===== src/aros_pkg.sv =====
// How it works
// - default limits 100, 1000, 10000 ppm.
// - three ranges, zero based, upper limit each.
// - reset mode is automatic ranging.
// - auto: above active limit, step up.
// - auto: step down below 85% lower limit.
// - range change updates both outputs together.
// - modes auto, fixed low, medium, high.
// - fixed range over limit clamps full scale.
// - readback reports true full-precision concentration.
// - air calibration uses fixed 0-25% range.
// - limits valid only when strictly increasing.
// - ppm limits to 250000; percent above 10000.
// - output linear: zero 0V/4mA, limit 1V/20mA.
// - range id levels per range, cal 1V/20mA.
// - completed function or analyze returns to analyze.
// - confirm stores limits; escape applies mode.
package aros_pkg;

    localparam int          LIM_W       = 18;
    localparam int          DAC_W       = 12;
    localparam logic [17:0] LIM_LO_RST  = 18'h00064;
    localparam logic [17:0] LIM_MED_RST = 18'h003e8;
    localparam logic [17:0] LIM_HI_RST  = 18'h02710;
    localparam logic [17:0] PPM_MAX     = 18'h3d090;
    localparam logic [17:0] PCT_THRESH  = 18'h02710;
    localparam logic [7:0]  HYST_PCT    = 8'h55;
    localparam logic [7:0]  PCT_FULL    = 8'h64;
    // dac codes: 0.25 mV and 5 uA per step
    localparam logic [11:0] DAC_FS      = 12'hfa0;
    localparam logic [11:0] MA_ZERO     = 12'h320;
    localparam logic [11:0] RID_V_LO    = 12'h3e8;
    localparam logic [11:0] RID_V_MED   = 12'h7d0;
    localparam logic [11:0] RID_V_HI    = 12'hbb8;
    localparam logic [11:0] RID_MA_LO   = 12'h640;
    localparam logic [11:0] RID_MA_MED  = 12'h960;
    localparam logic [11:0] RID_MA_HI   = 12'hc80;

    localparam logic [7:0]  OFF_CTRL    = 8'h00;
    localparam logic [7:0]  OFF_CMD     = 8'h04;
    localparam logic [7:0]  OFF_LIM_LO  = 8'h08;
    localparam logic [7:0]  OFF_LIM_MED = 8'h0c;
    localparam logic [7:0]  OFF_LIM_HI  = 8'h10;
    localparam logic [7:0]  OFF_STATUS  = 8'h14;
    localparam logic [7:0]  OFF_CONC    = 8'h18;
    localparam int          CTRL_CAL    = 2;
    localparam int          CMD_CONFIRM = 0;
    localparam int          CMD_ESCAPE  = 1;
    localparam int          CMD_ANALYZE = 2;

    typedef enum logic [1:0] {
        AUTO_RANGE_MODE         = 2'h0,
        FIXED_LOW_RANGE_MODE    = 2'h1,
        FIXED_MEDIUM_RANGE_MODE = 2'h2,
        FIXED_HIGH_RANGE_MODE   = 2'h3
    } aros_mode_type;

    typedef enum logic [1:0] {
        RNG_LO  = 2'h0,
        RNG_MED = 2'h1,
        RNG_HI  = 2'h2,
        RNG_CAL = 2'h3
    } aros_range_type;

    typedef enum logic [1:0] {
        ST_ANALYZE = 2'b01,
        ST_EDIT    = 2'b10
    } aros_state_type;

    typedef struct packed {
        logic [11:0] volt;
        logic [11:0] amp;
    } aros_dac_type;

    localparam aros_mode_type MODE_RST = AUTO_RANGE_MODE;

endpackage


===== src/aros_selector.sv =====
`timescale 1ns/10ps
module aros_selector
    import aros_pkg::*;
(
    input  wire logic         REF_CLK_I,
    input  wire logic         RESETN_I,
    input  wire logic         CYC_I,
    input  wire logic         STB_I,
    input  wire logic         WE_I,
    input  wire logic [7:0]   ADR_I,
    input  wire logic [3:0]   SEL_I,
    input  wire logic [31:0]  DAT_I,
    output logic      [31:0]  DAT_O,
    output logic              ACK_O,
    input  wire logic [17:0]  CONC_I,
    input  wire logic         CONC_VALID_I,
    output aros_dac_type      CONC_DAC_O,
    output aros_dac_type      RANGE_ID_DAC_O,
    output logic [1:0]        RANGE_O,
    output logic              PERCENT_UNITS_O
);

    // ------------------------------------------------------------
    // state
    // ------------------------------------------------------------
    logic [17:0]    lim_reg [3];
    logic [17:0]    edit_reg [3];
    aros_mode_type  mode_reg;
    aros_mode_type  edit_mode_reg;
    aros_range_type act_reg;
    aros_state_type state_reg;
    logic           cal_reg;
    logic           lim_err_reg;
    logic [17:0]    conc_reg;
    logic           ack_reg;
    logic [31:0]    rdata_reg;
    aros_dac_type   conc_dac_reg;
    aros_dac_type   rid_dac_reg;
    logic [1:0]     range_out_reg;
    logic           pct_reg;

    // ------------------------------------------------------------
    // bus decode
    // ------------------------------------------------------------
    wire        wb_req   = CYC_I & STB_I & ~ack_reg;
    wire        wb_wr    = wb_req & WE_I;
    wire        hit_ctrl = ADR_I == OFF_CTRL;
    wire        hit_cmd  = ADR_I == OFF_CMD;
    wire        hit_lo   = ADR_I == OFF_LIM_LO;
    wire        hit_med  = ADR_I == OFF_LIM_MED;
    wire        hit_hi   = ADR_I == OFF_LIM_HI;
    wire        hit_stat = ADR_I == OFF_STATUS;
    wire        hit_conc = ADR_I == OFF_CONC;
    wire [31:0] lane_m   = {{8{SEL_I[3]}}, {8{SEL_I[2]}},
                            {8{SEL_I[1]}}, {8{SEL_I[0]}}};
    wire        wr_ctrl  = wb_wr & hit_ctrl;
    wire        wr_lim   = wb_wr & (hit_lo | hit_med | hit_hi);
    wire        wr_cmd   = wb_wr & hit_cmd;
    wire [31:0] cmd_w    = DAT_I & lane_m;
    wire        do_conf  = wr_cmd & cmd_w[CMD_CONFIRM];
    wire        do_esc   = wr_cmd & cmd_w[CMD_ESCAPE];
    wire        do_anlz  = wr_cmd & cmd_w[CMD_ANALYZE];

    wire [31:0] ctrl_rd  = {29'h0, cal_reg, edit_mode_reg};
    wire [31:0] stat_rd  = {25'h0, pct_reg, lim_err_reg,
                            state_reg == ST_EDIT, mode_reg, range_out_reg};
    wire [31:0] rd_mux   =
        hit_ctrl ? ctrl_rd :
        hit_lo   ? {14'h0, edit_reg[0]} :
        hit_med  ? {14'h0, edit_reg[1]} :
        hit_hi   ? {14'h0, edit_reg[2]} :
        hit_stat ? stat_rd :
        hit_conc ? {14'h0, conc_reg} :
        32'h0;

    // merged write data for the limit entry being written
    wire [1:0]  lim_idx  = hit_lo ? 2'h0 : hit_med ? 2'h1 : 2'h2;
    wire [31:0] lim_old  = {14'h0, edit_reg[lim_idx]};
    wire [31:0] lim_mrg  = (lim_old & ~lane_m) | (DAT_I & lane_m);
    // ppm entries stop at the top of the measuring span
    wire [17:0] lim_wr   = lim_mrg > {14'h0, PPM_MAX} ?
                           PPM_MAX : lim_mrg[17:0];
    wire [31:0] ctrl_mrg = (ctrl_rd & ~lane_m) | (DAT_I & lane_m);

    // ------------------------------------------------------------
    // limit check and range tables
    // ------------------------------------------------------------
    // a zero low limit would leave the low range without a span
    wire lim_ok = edit_reg[0] != 18'h0 &&
                  edit_reg[0] < edit_reg[1] &&
                  edit_reg[1] < edit_reg[2];

    // mode selects one of the three programmed ranges
    wire aros_range_type fix_rng = aros_range_type'(mode_reg - 2'h1);

    wire [17:0] up_lim   = lim_reg[act_reg[1:0] == 2'h3 ? 2'h2 :
                                   act_reg[1:0]];
    wire [1:0]  dn_idx   = act_reg == RNG_HI ? 2'h1 : 2'h0;
    wire [17:0] dn_lim   = lim_reg[dn_idx];
    wire [25:0] h_lhs    = 26'(CONC_I) * 26'(PCT_FULL);
    wire [25:0] h_rhs    = 26'(dn_lim) * 26'(HYST_PCT);
    wire        go_up    = CONC_I > up_lim && act_reg != RNG_HI;
    wire        go_dn    = act_reg != RNG_LO && h_lhs < h_rhs;

    aros_range_type auto_next;
    always_comb begin
        auto_next = act_reg;
        if (go_up) begin
            auto_next = aros_range_type'(act_reg + 2'h1);
        end else if (go_dn) begin
            auto_next = aros_range_type'(act_reg - 2'h1);
        end
    end

    // ------------------------------------------------------------
    // output scaling
    // ------------------------------------------------------------
    // the calibration range overrides whatever range is active
    wire aros_range_type eff_rng = cal_reg ? RNG_CAL : act_reg;
    wire [17:0] span     = cal_reg ? PPM_MAX : up_lim;
    wire [29:0] num      = 30'(conc_reg) * 30'(DAC_FS);
    wire [29:0] quo      = num / 30'(span);
    // over the span the output sits at full scale, not wrapped
    wire        over     = conc_reg >= span;
    wire [11:0] v_code   = over ? DAC_FS : quo[11:0];
    wire [13:0] v_x4     = {v_code, 2'b00};
    wire [13:0] v_div    = v_x4 / 14'h5;
    wire [11:0] ma_code  = MA_ZERO + v_div[11:0];

    aros_dac_type rid_next;
    always_comb begin
        unique case (eff_rng)
            RNG_LO:  rid_next = '{volt: RID_V_LO,  amp: RID_MA_LO};
            RNG_MED: rid_next = '{volt: RID_V_MED, amp: RID_MA_MED};
            RNG_HI:  rid_next = '{volt: RID_V_HI,  amp: RID_MA_HI};
            RNG_CAL: rid_next = '{volt: DAC_FS,    amp: DAC_FS};
        endcase
    end

    // ------------------------------------------------------------
    // bus slave
    // ------------------------------------------------------------
    // every request answers one cycle later; writes land at the taking edge
    wire [31:0] rdata_next = wb_req && !WE_I ? rd_mux : 32'h0;

    always_ff @(posedge REF_CLK_I) begin
        if (!RESETN_I) begin
            ack_reg   <= 1'b0;
            rdata_reg <= 32'h0;
        end else begin
            ack_reg   <= wb_req;
            rdata_reg <= rdata_next;
        end
    end

    // ------------------------------------------------------------
    // range function: entry, confirm, escape, analyze
    // ------------------------------------------------------------
    // analyze outranks confirm, confirm outranks escape
    wire        in_edit  = state_reg == ST_EDIT;
    wire        ed_anlz  = in_edit & do_anlz;
    wire        ed_conf  = in_edit & ~do_anlz & do_conf;
    wire        ed_esc   = in_edit & ~do_anlz & ~do_conf & do_esc;
    wire        ed_leave = ed_anlz | ed_conf | ed_esc;
    wire        lim_take = ed_conf & lim_ok;
    wire        lim_rej  = ed_conf & ~lim_ok;
    // every exit but a good confirm drops the limit edits
    wire        ed_back  = ed_anlz | ed_esc | lim_rej;
    // rewriting the applied mode opens no entry
    wire        mode_chg = wr_ctrl & (ctrl_mrg[1:0] != edit_mode_reg);

    aros_state_type state_next;
    always_comb begin
        state_next = state_reg;
        unique case (state_reg)
            ST_ANALYZE: begin
                if (wr_lim || mode_chg) begin
                    state_next = ST_EDIT;
                end
            end
            ST_EDIT: begin
                if (ed_leave) begin
                    state_next = ST_ANALYZE;
                end
            end
            default: begin
                state_next = ST_ANALYZE;
            end
        endcase
    end

    wire aros_mode_type mode_next      =
        lim_take | ed_esc ? edit_mode_reg :
        mode_reg;
    wire aros_mode_type edit_mode_next =
        ed_anlz | lim_rej ? mode_reg :
        wr_ctrl           ? aros_mode_type'(ctrl_mrg[1:0]) :
        edit_mode_reg;
    // rejected entry: old limits stay, flag holds until a good confirm
    wire                lim_err_next   = lim_rej | (lim_err_reg & ~lim_take);
    // calibration range takes effect at once, outside any entry
    wire                cal_next       = wr_ctrl ? ctrl_mrg[CTRL_CAL] : cal_reg;

    always_ff @(posedge REF_CLK_I) begin
        if (!RESETN_I) begin
            state_reg     <= ST_ANALYZE;
            mode_reg      <= MODE_RST;
            edit_mode_reg <= MODE_RST;
            cal_reg       <= 1'b0;
            lim_err_reg   <= 1'b0;
        end else begin
            state_reg     <= state_next;
            mode_reg      <= mode_next;
            edit_mode_reg <= edit_mode_next;
            cal_reg       <= cal_next;
            lim_err_reg   <= lim_err_next;
        end
    end

    // ------------------------------------------------------------
    // limit storage: live copy and edit copy per range
    // ------------------------------------------------------------
    // the bus reads the edit copy; only the live copy sets the outputs
    for (genvar g = 0; g < 3; g++) begin : g_lim
        localparam logic [17:0] RST_VAL = g == 0 ? LIM_LO_RST :
                                          g == 1 ? LIM_MED_RST : LIM_HI_RST;
        wire wr_this = wr_lim & (lim_idx == 2'(g));
        always_ff @(posedge REF_CLK_I) begin
            if (!RESETN_I) begin
                lim_reg[g]  <= RST_VAL;
                edit_reg[g] <= RST_VAL;
            end else begin
                if (lim_take) begin
                    lim_reg[g] <= edit_reg[g];
                end
                if (ed_back) begin
                    edit_reg[g] <= lim_reg[g];
                end else if (wr_this) begin
                    edit_reg[g] <= lim_wr;
                end
            end
        end
    end

    // ------------------------------------------------------------
    // active range selection
    // ------------------------------------------------------------
    aros_range_type act_next;
    always_comb begin
        act_next = act_reg;
        if (mode_reg != AUTO_RANGE_MODE) begin
            // a fixed mode pins the range every cycle, samples or not
            act_next = fix_rng;
        end else if (CONC_VALID_I) begin
            // one step per sample keeps each move to an adjacent range
            act_next = auto_next;
        end
    end
    wire [17:0] conc_next = CONC_VALID_I ? CONC_I : conc_reg;

    always_ff @(posedge REF_CLK_I) begin
        if (!RESETN_I) begin
            act_reg  <= RNG_LO;
            conc_reg <= 18'h0;
        end else begin
            act_reg  <= act_next;
            conc_reg <= conc_next;
        end
    end

    // ------------------------------------------------------------
    // analog output codes
    // ------------------------------------------------------------
    aros_dac_type conc_dac_next;
    logic         pct_next;
    always_comb begin
        conc_dac_next = '{volt: v_code, amp: ma_code};
        pct_next      = conc_reg > PCT_THRESH;
    end

    // both outputs load from the same range in one edge
    always_ff @(posedge REF_CLK_I) begin
        if (!RESETN_I) begin
            conc_dac_reg  <= '{volt: 12'h000, amp: MA_ZERO};
            rid_dac_reg   <= '{volt: RID_V_LO, amp: RID_MA_LO};
            range_out_reg <= 2'h0;
            pct_reg       <= 1'b0;
        end else begin
            conc_dac_reg  <= conc_dac_next;
            rid_dac_reg   <= rid_next;
            range_out_reg <= eff_rng;
            pct_reg       <= pct_next;
        end
    end

    assign DAT_O           = rdata_reg;
    assign ACK_O           = ack_reg;
    assign CONC_DAC_O      = conc_dac_reg;
    assign RANGE_ID_DAC_O  = rid_dac_reg;
    assign RANGE_O         = range_out_reg;
    assign PERCENT_UNITS_O = pct_reg;

endmodule


===== config.mk =====
export PLATFORM = sky130hd
export DESIGN_NAME = aros_selector
export DESIGN_NICKNAME = d
export VERILOG_FILES = /design/src/aros_pkg.sv /design/src/aros_selector.sv
export SDC_FILE = /design/constraint.sdc
export NUM_CORES = 2
export LEC_CHECK = 0
export BUFFER_PORTS_ARGS = -buffer_cell sky130_fd_sc_hd__clkbuf_2
export CAP_MARGIN = 20
export CORE_MARGIN = 2
export CORE_UTILIZATION = 46
export CTS_BUF_LIST = sky130_fd_sc_hd__clkbuf_16
export CTS_CLUSTER_SIZE = 30
export DETAILED_ROUTE_END_ITERATION = 10
export MAX_ROUTING_LAYER = met4
export PLACE_DENSITY_LB_ADDON = 0.12
export SYNTH_ARGS = -nofsm -noshare
export SYNTH_HDL_FRONTEND = slang
export SYNTH_SLANG_ARGS = --single-unit

===== constraint.sdc =====
create_clock -name REF_CLK_I -period 201.3 [get_ports REF_CLK_I]
set_input_delay 20.13 -clock REF_CLK_I [delete_from_list [all_inputs] [get_ports REF_CLK_I]]
set_output_delay 20.13 -clock REF_CLK_I [all_outputs]
set_load 0.01 [all_outputs]

==> results.env <==
SYN_INST=5305
FIRST_GLOBAL_VIAS=37303
TIMING.CRITICAL_PATH.FROM_TYPE='flip-flop'
R2R.WORST_PATH.CELLS=356
MIN_PERIOD_OVER_PERIOD_PCT=45.3
DRC=0
ANTENNA_FOUND_INITIAL=2
LAYOUT_COMMONEST_CELL='ha_1'
DRIVE_ABOVE_1_SHARE_PCT=8.96
NUMBER_OF_HOLD_BUFFERS_ADDED_AFTER_CTS=0
GRT_FIRST_PASS_WIRELENGTH_UM=213000
CTS_TREE='built'
POSTSYNTHAREAPERCELL_UM2=7.78
MAPPEDNETLISTAREA_MM2=0.0413
CTS_SETUP_BUFFERS=0
WORST_SKEW_PAIR.LATE_LATENCY_NS=0.48
MAX_CAP_VIOLATIONS=0
SYNTH_ASYNC_SR_FLOP_SHARE_PCT=0
DATA_ARRIVAL_CRITICAL_PATH_NS=91.57
WORSTHOLDPATHTYPE='reg2reg'
PLACEMENT.IO_BUFFERS=126
WL_UM=138000
TRITONCTS.NUM_BUFFERS=17
CPMOSTUSEDCELL='o21a_1'
SYNTH.FF_LATCH_COUNT=189
CRITICALPATHCATEGORY='reg2reg'
FP.COREAREA_MM2=0.0886
CRITICAL-PATH-SLOWEST-CELL='nor3_1'
STATUS='complete, no violations'
CP.REQUIRED_NS=201.62
PATH_MAX_FANOUT=39
LAYOUT_MIN_CYCLE_TIME_NS=91.25
AREA.GROWTH.SYNTH_TO_FINAL_PCT=5.94
DR.FIRST_ITER.DRC_COUNT=3232
CP-STARTPOINT='conc_reg[12]$_SDFFE_PN0P_'
REG2REG_FROM='conc_reg[12]$_SDFFE_PN0P_'
REGTOREGSETUPSLACK_NS=110.05
YOSYSUNIQUECELLTYPES=127
DIE_X_UM=303
POST_CTS.RESIZED_INSTANCES=0
SETUP-VIOLATIONS-FINAL=0
START_UTIL_PCT=46.5
MOST_USED_CELLS_IN_THE_LAYOUT_EXCLUDING_FILL_AND_TAP_CELLS='ha_1 (670), nor2_1 (445), inv_1 (441)'
MAX-SLEW-MARGIN-REL_PCT=21.0
SYNTH_SEQUENTIAL_AREA_RATIO_PCT=11.8
FP-ROW-COUNT=109
YOSYSTOPAREACELLSHARE_PCT=20.3
YOSYS_WARNINGS=0
DETAILEDPLACEMENTHPWL_UM=108000
MAXSLEWVIOLCOUNT=0
CPPEAKSTAGEDELAY_NS=0.91
GP_CONGESTION=0.970
FIRST_PASS_DRT_ITERATIONS=7
DR_TOTAL_VIAS=39781
MAXCLOCKFREQUENCY_MHz=11.0
TIGHTEST_SLEW_NS=1.18
CTS.HTREE.LEVELS=4
SYNTH_EDF_COUNT=108
GRT_USE_TOTAL_PCT=30.2
RSZ_0062_RAISED_AFTER_GLOBAL_ROUTING='no'
SETUP_TOTAL_NEGATIVE_SLACK_NS=0
ROOT_BUF_CELL='clkbuf_16'
CTS.REPORTEDPATHS.CLKPINSLEW_NS=0.09
WORST_SETUP_PATH_ENDPOINT='CONC_DAC_O[0]$_SDFF_PN0_'
TOP_REG_CELL_SYNTH='edfxtp_1'
NETLIST_TOP_CELLS_AREA='ha_1 (20%), edfxtp_1 (7.9%), fa_1 (5.0%), a21oi_1 (4.8%), nor2_1 (4.1%)'
SYNTH_LARGEST_AREA_CELL='ha_1'
NUMCLOCKSINKS=189
VIAS_PER_CELL=6.10
END_KIND='flip-flop'
ANT_NETS=0
DETAIL_ROUTE.WL_PER_CELL_UM=21.1
FLOORPLAN.DIE_AREA_MM2=0.0921
NETS=6185
CLOCKBUFFERDEPTH=2
FINAL_HOLD_VIOLATION_COUNT=0
RR_ENDPOINT='CONC_DAC_O[0]$_SDFF_PN0_'
FP.DIEH_UM=303
FLOORPLAN.IO_PINS=152
GR-TOTAL-OVERFLOW=0
TIMING.CLOCK.SKEW_NS=0.0162
GRT_START_MAX_NET_PINS=42
[cells in the mapped netlist (78+ instances only)]
cell type,n
nand2_1,425
clkbuf_1,98
fa_1,103
nor2_1,449
xor2_1,98
inv_1,441
o21a_1,221
o21ai_0,264
mux2_2,98
ha_1,670
o31ai_1,78
xnor2_1,162
a21oi_1,398
nand3_1,98
dfxtp_1,81
nor3_1,169
edfxtp_1,108
a21o_1,127
[stage by stage]
step / cells / instance area [um2] / hold slack, ns / setup WS (ns) / util, %
4_1_cts: 6519 / 43700 / 0.463 / 111.32 / 49.3
2_1_floorplan: 5328 / 41300 / 0.425 / 120.20 / -
5_1_grt: 6524 / 43700 / 0.478 / 102.19 / 49.3
3_3_place_gp: 6487 / 43000 / 0.439 / 113.67 / 48.5
3_5_place_dp: 6487 / 43000 / 0.446 / 111.67 / 48.5
6_report: 6524 / 43700 / 0.465 / 110.05 / 49.3
[worst max-delay path: cells and delay by family (launching register included)]
family          cells  cell delay, ns
flops               1            0.55
buf+inv            16            2.73
compound gates    215           52.52
fa+ha+maj          37           11.67
simple gates       83           21.81
mux                 5            1.61
[cell type report]
type	count	area, um2
antenna	2	5.00
timing repair buffer	181	1050
clock buffer	17	425
sequential	189	4860
inverter	448	1680
multi-input combinational	4507	34000
tap	1165	1460
clock inverter	15	206
fill	8868	44900
[metal layers]
layer	routed length [um]	up-vias	track usage (%)	part of all wire [%]
li1	-	19483	-	-
met4	4040	0	8.39	2.9
met2	60500	1381	47.0	44
met1	64300	18701	41.4	47
met3	8710	216	3.32	6.3
met5	0	-	-	0
[worst min path at each step]
stage,from,end,cells past startpoint
after floorplan,flip-flop,flip-flop,2
after global placement,flip-flop,flip-flop,2
after detailed placement,flip-flop,flip-flop,2
after CTS,flip-flop,flip-flop,2
after global routing,flip-flop,flip-flop,2
final,flip-flop,flip-flop,2
[logic make-up after synthesis]
| logic type | Yosys count | synth area share [%] |
|---|---|---|
| other | 2 | 0.0182 |
| muxes | 189 | 5.14 |
| buffers and inverters | 632 | 6.28 |
| and+or+nand+nor | 1682 | 19.9 |
| AOI/OAI and AO/OA | 1575 | 25.9 |
| xor gates and xnor gates | 261 | 5.57 |
| DFF | 189 | 11.8 |
| adders and majority gates | 775 | 25.4 |
Power is left out: the tool's default activity adds up to more than one toggle a clock period on the data nets, which glitch-free logic cannot reach.
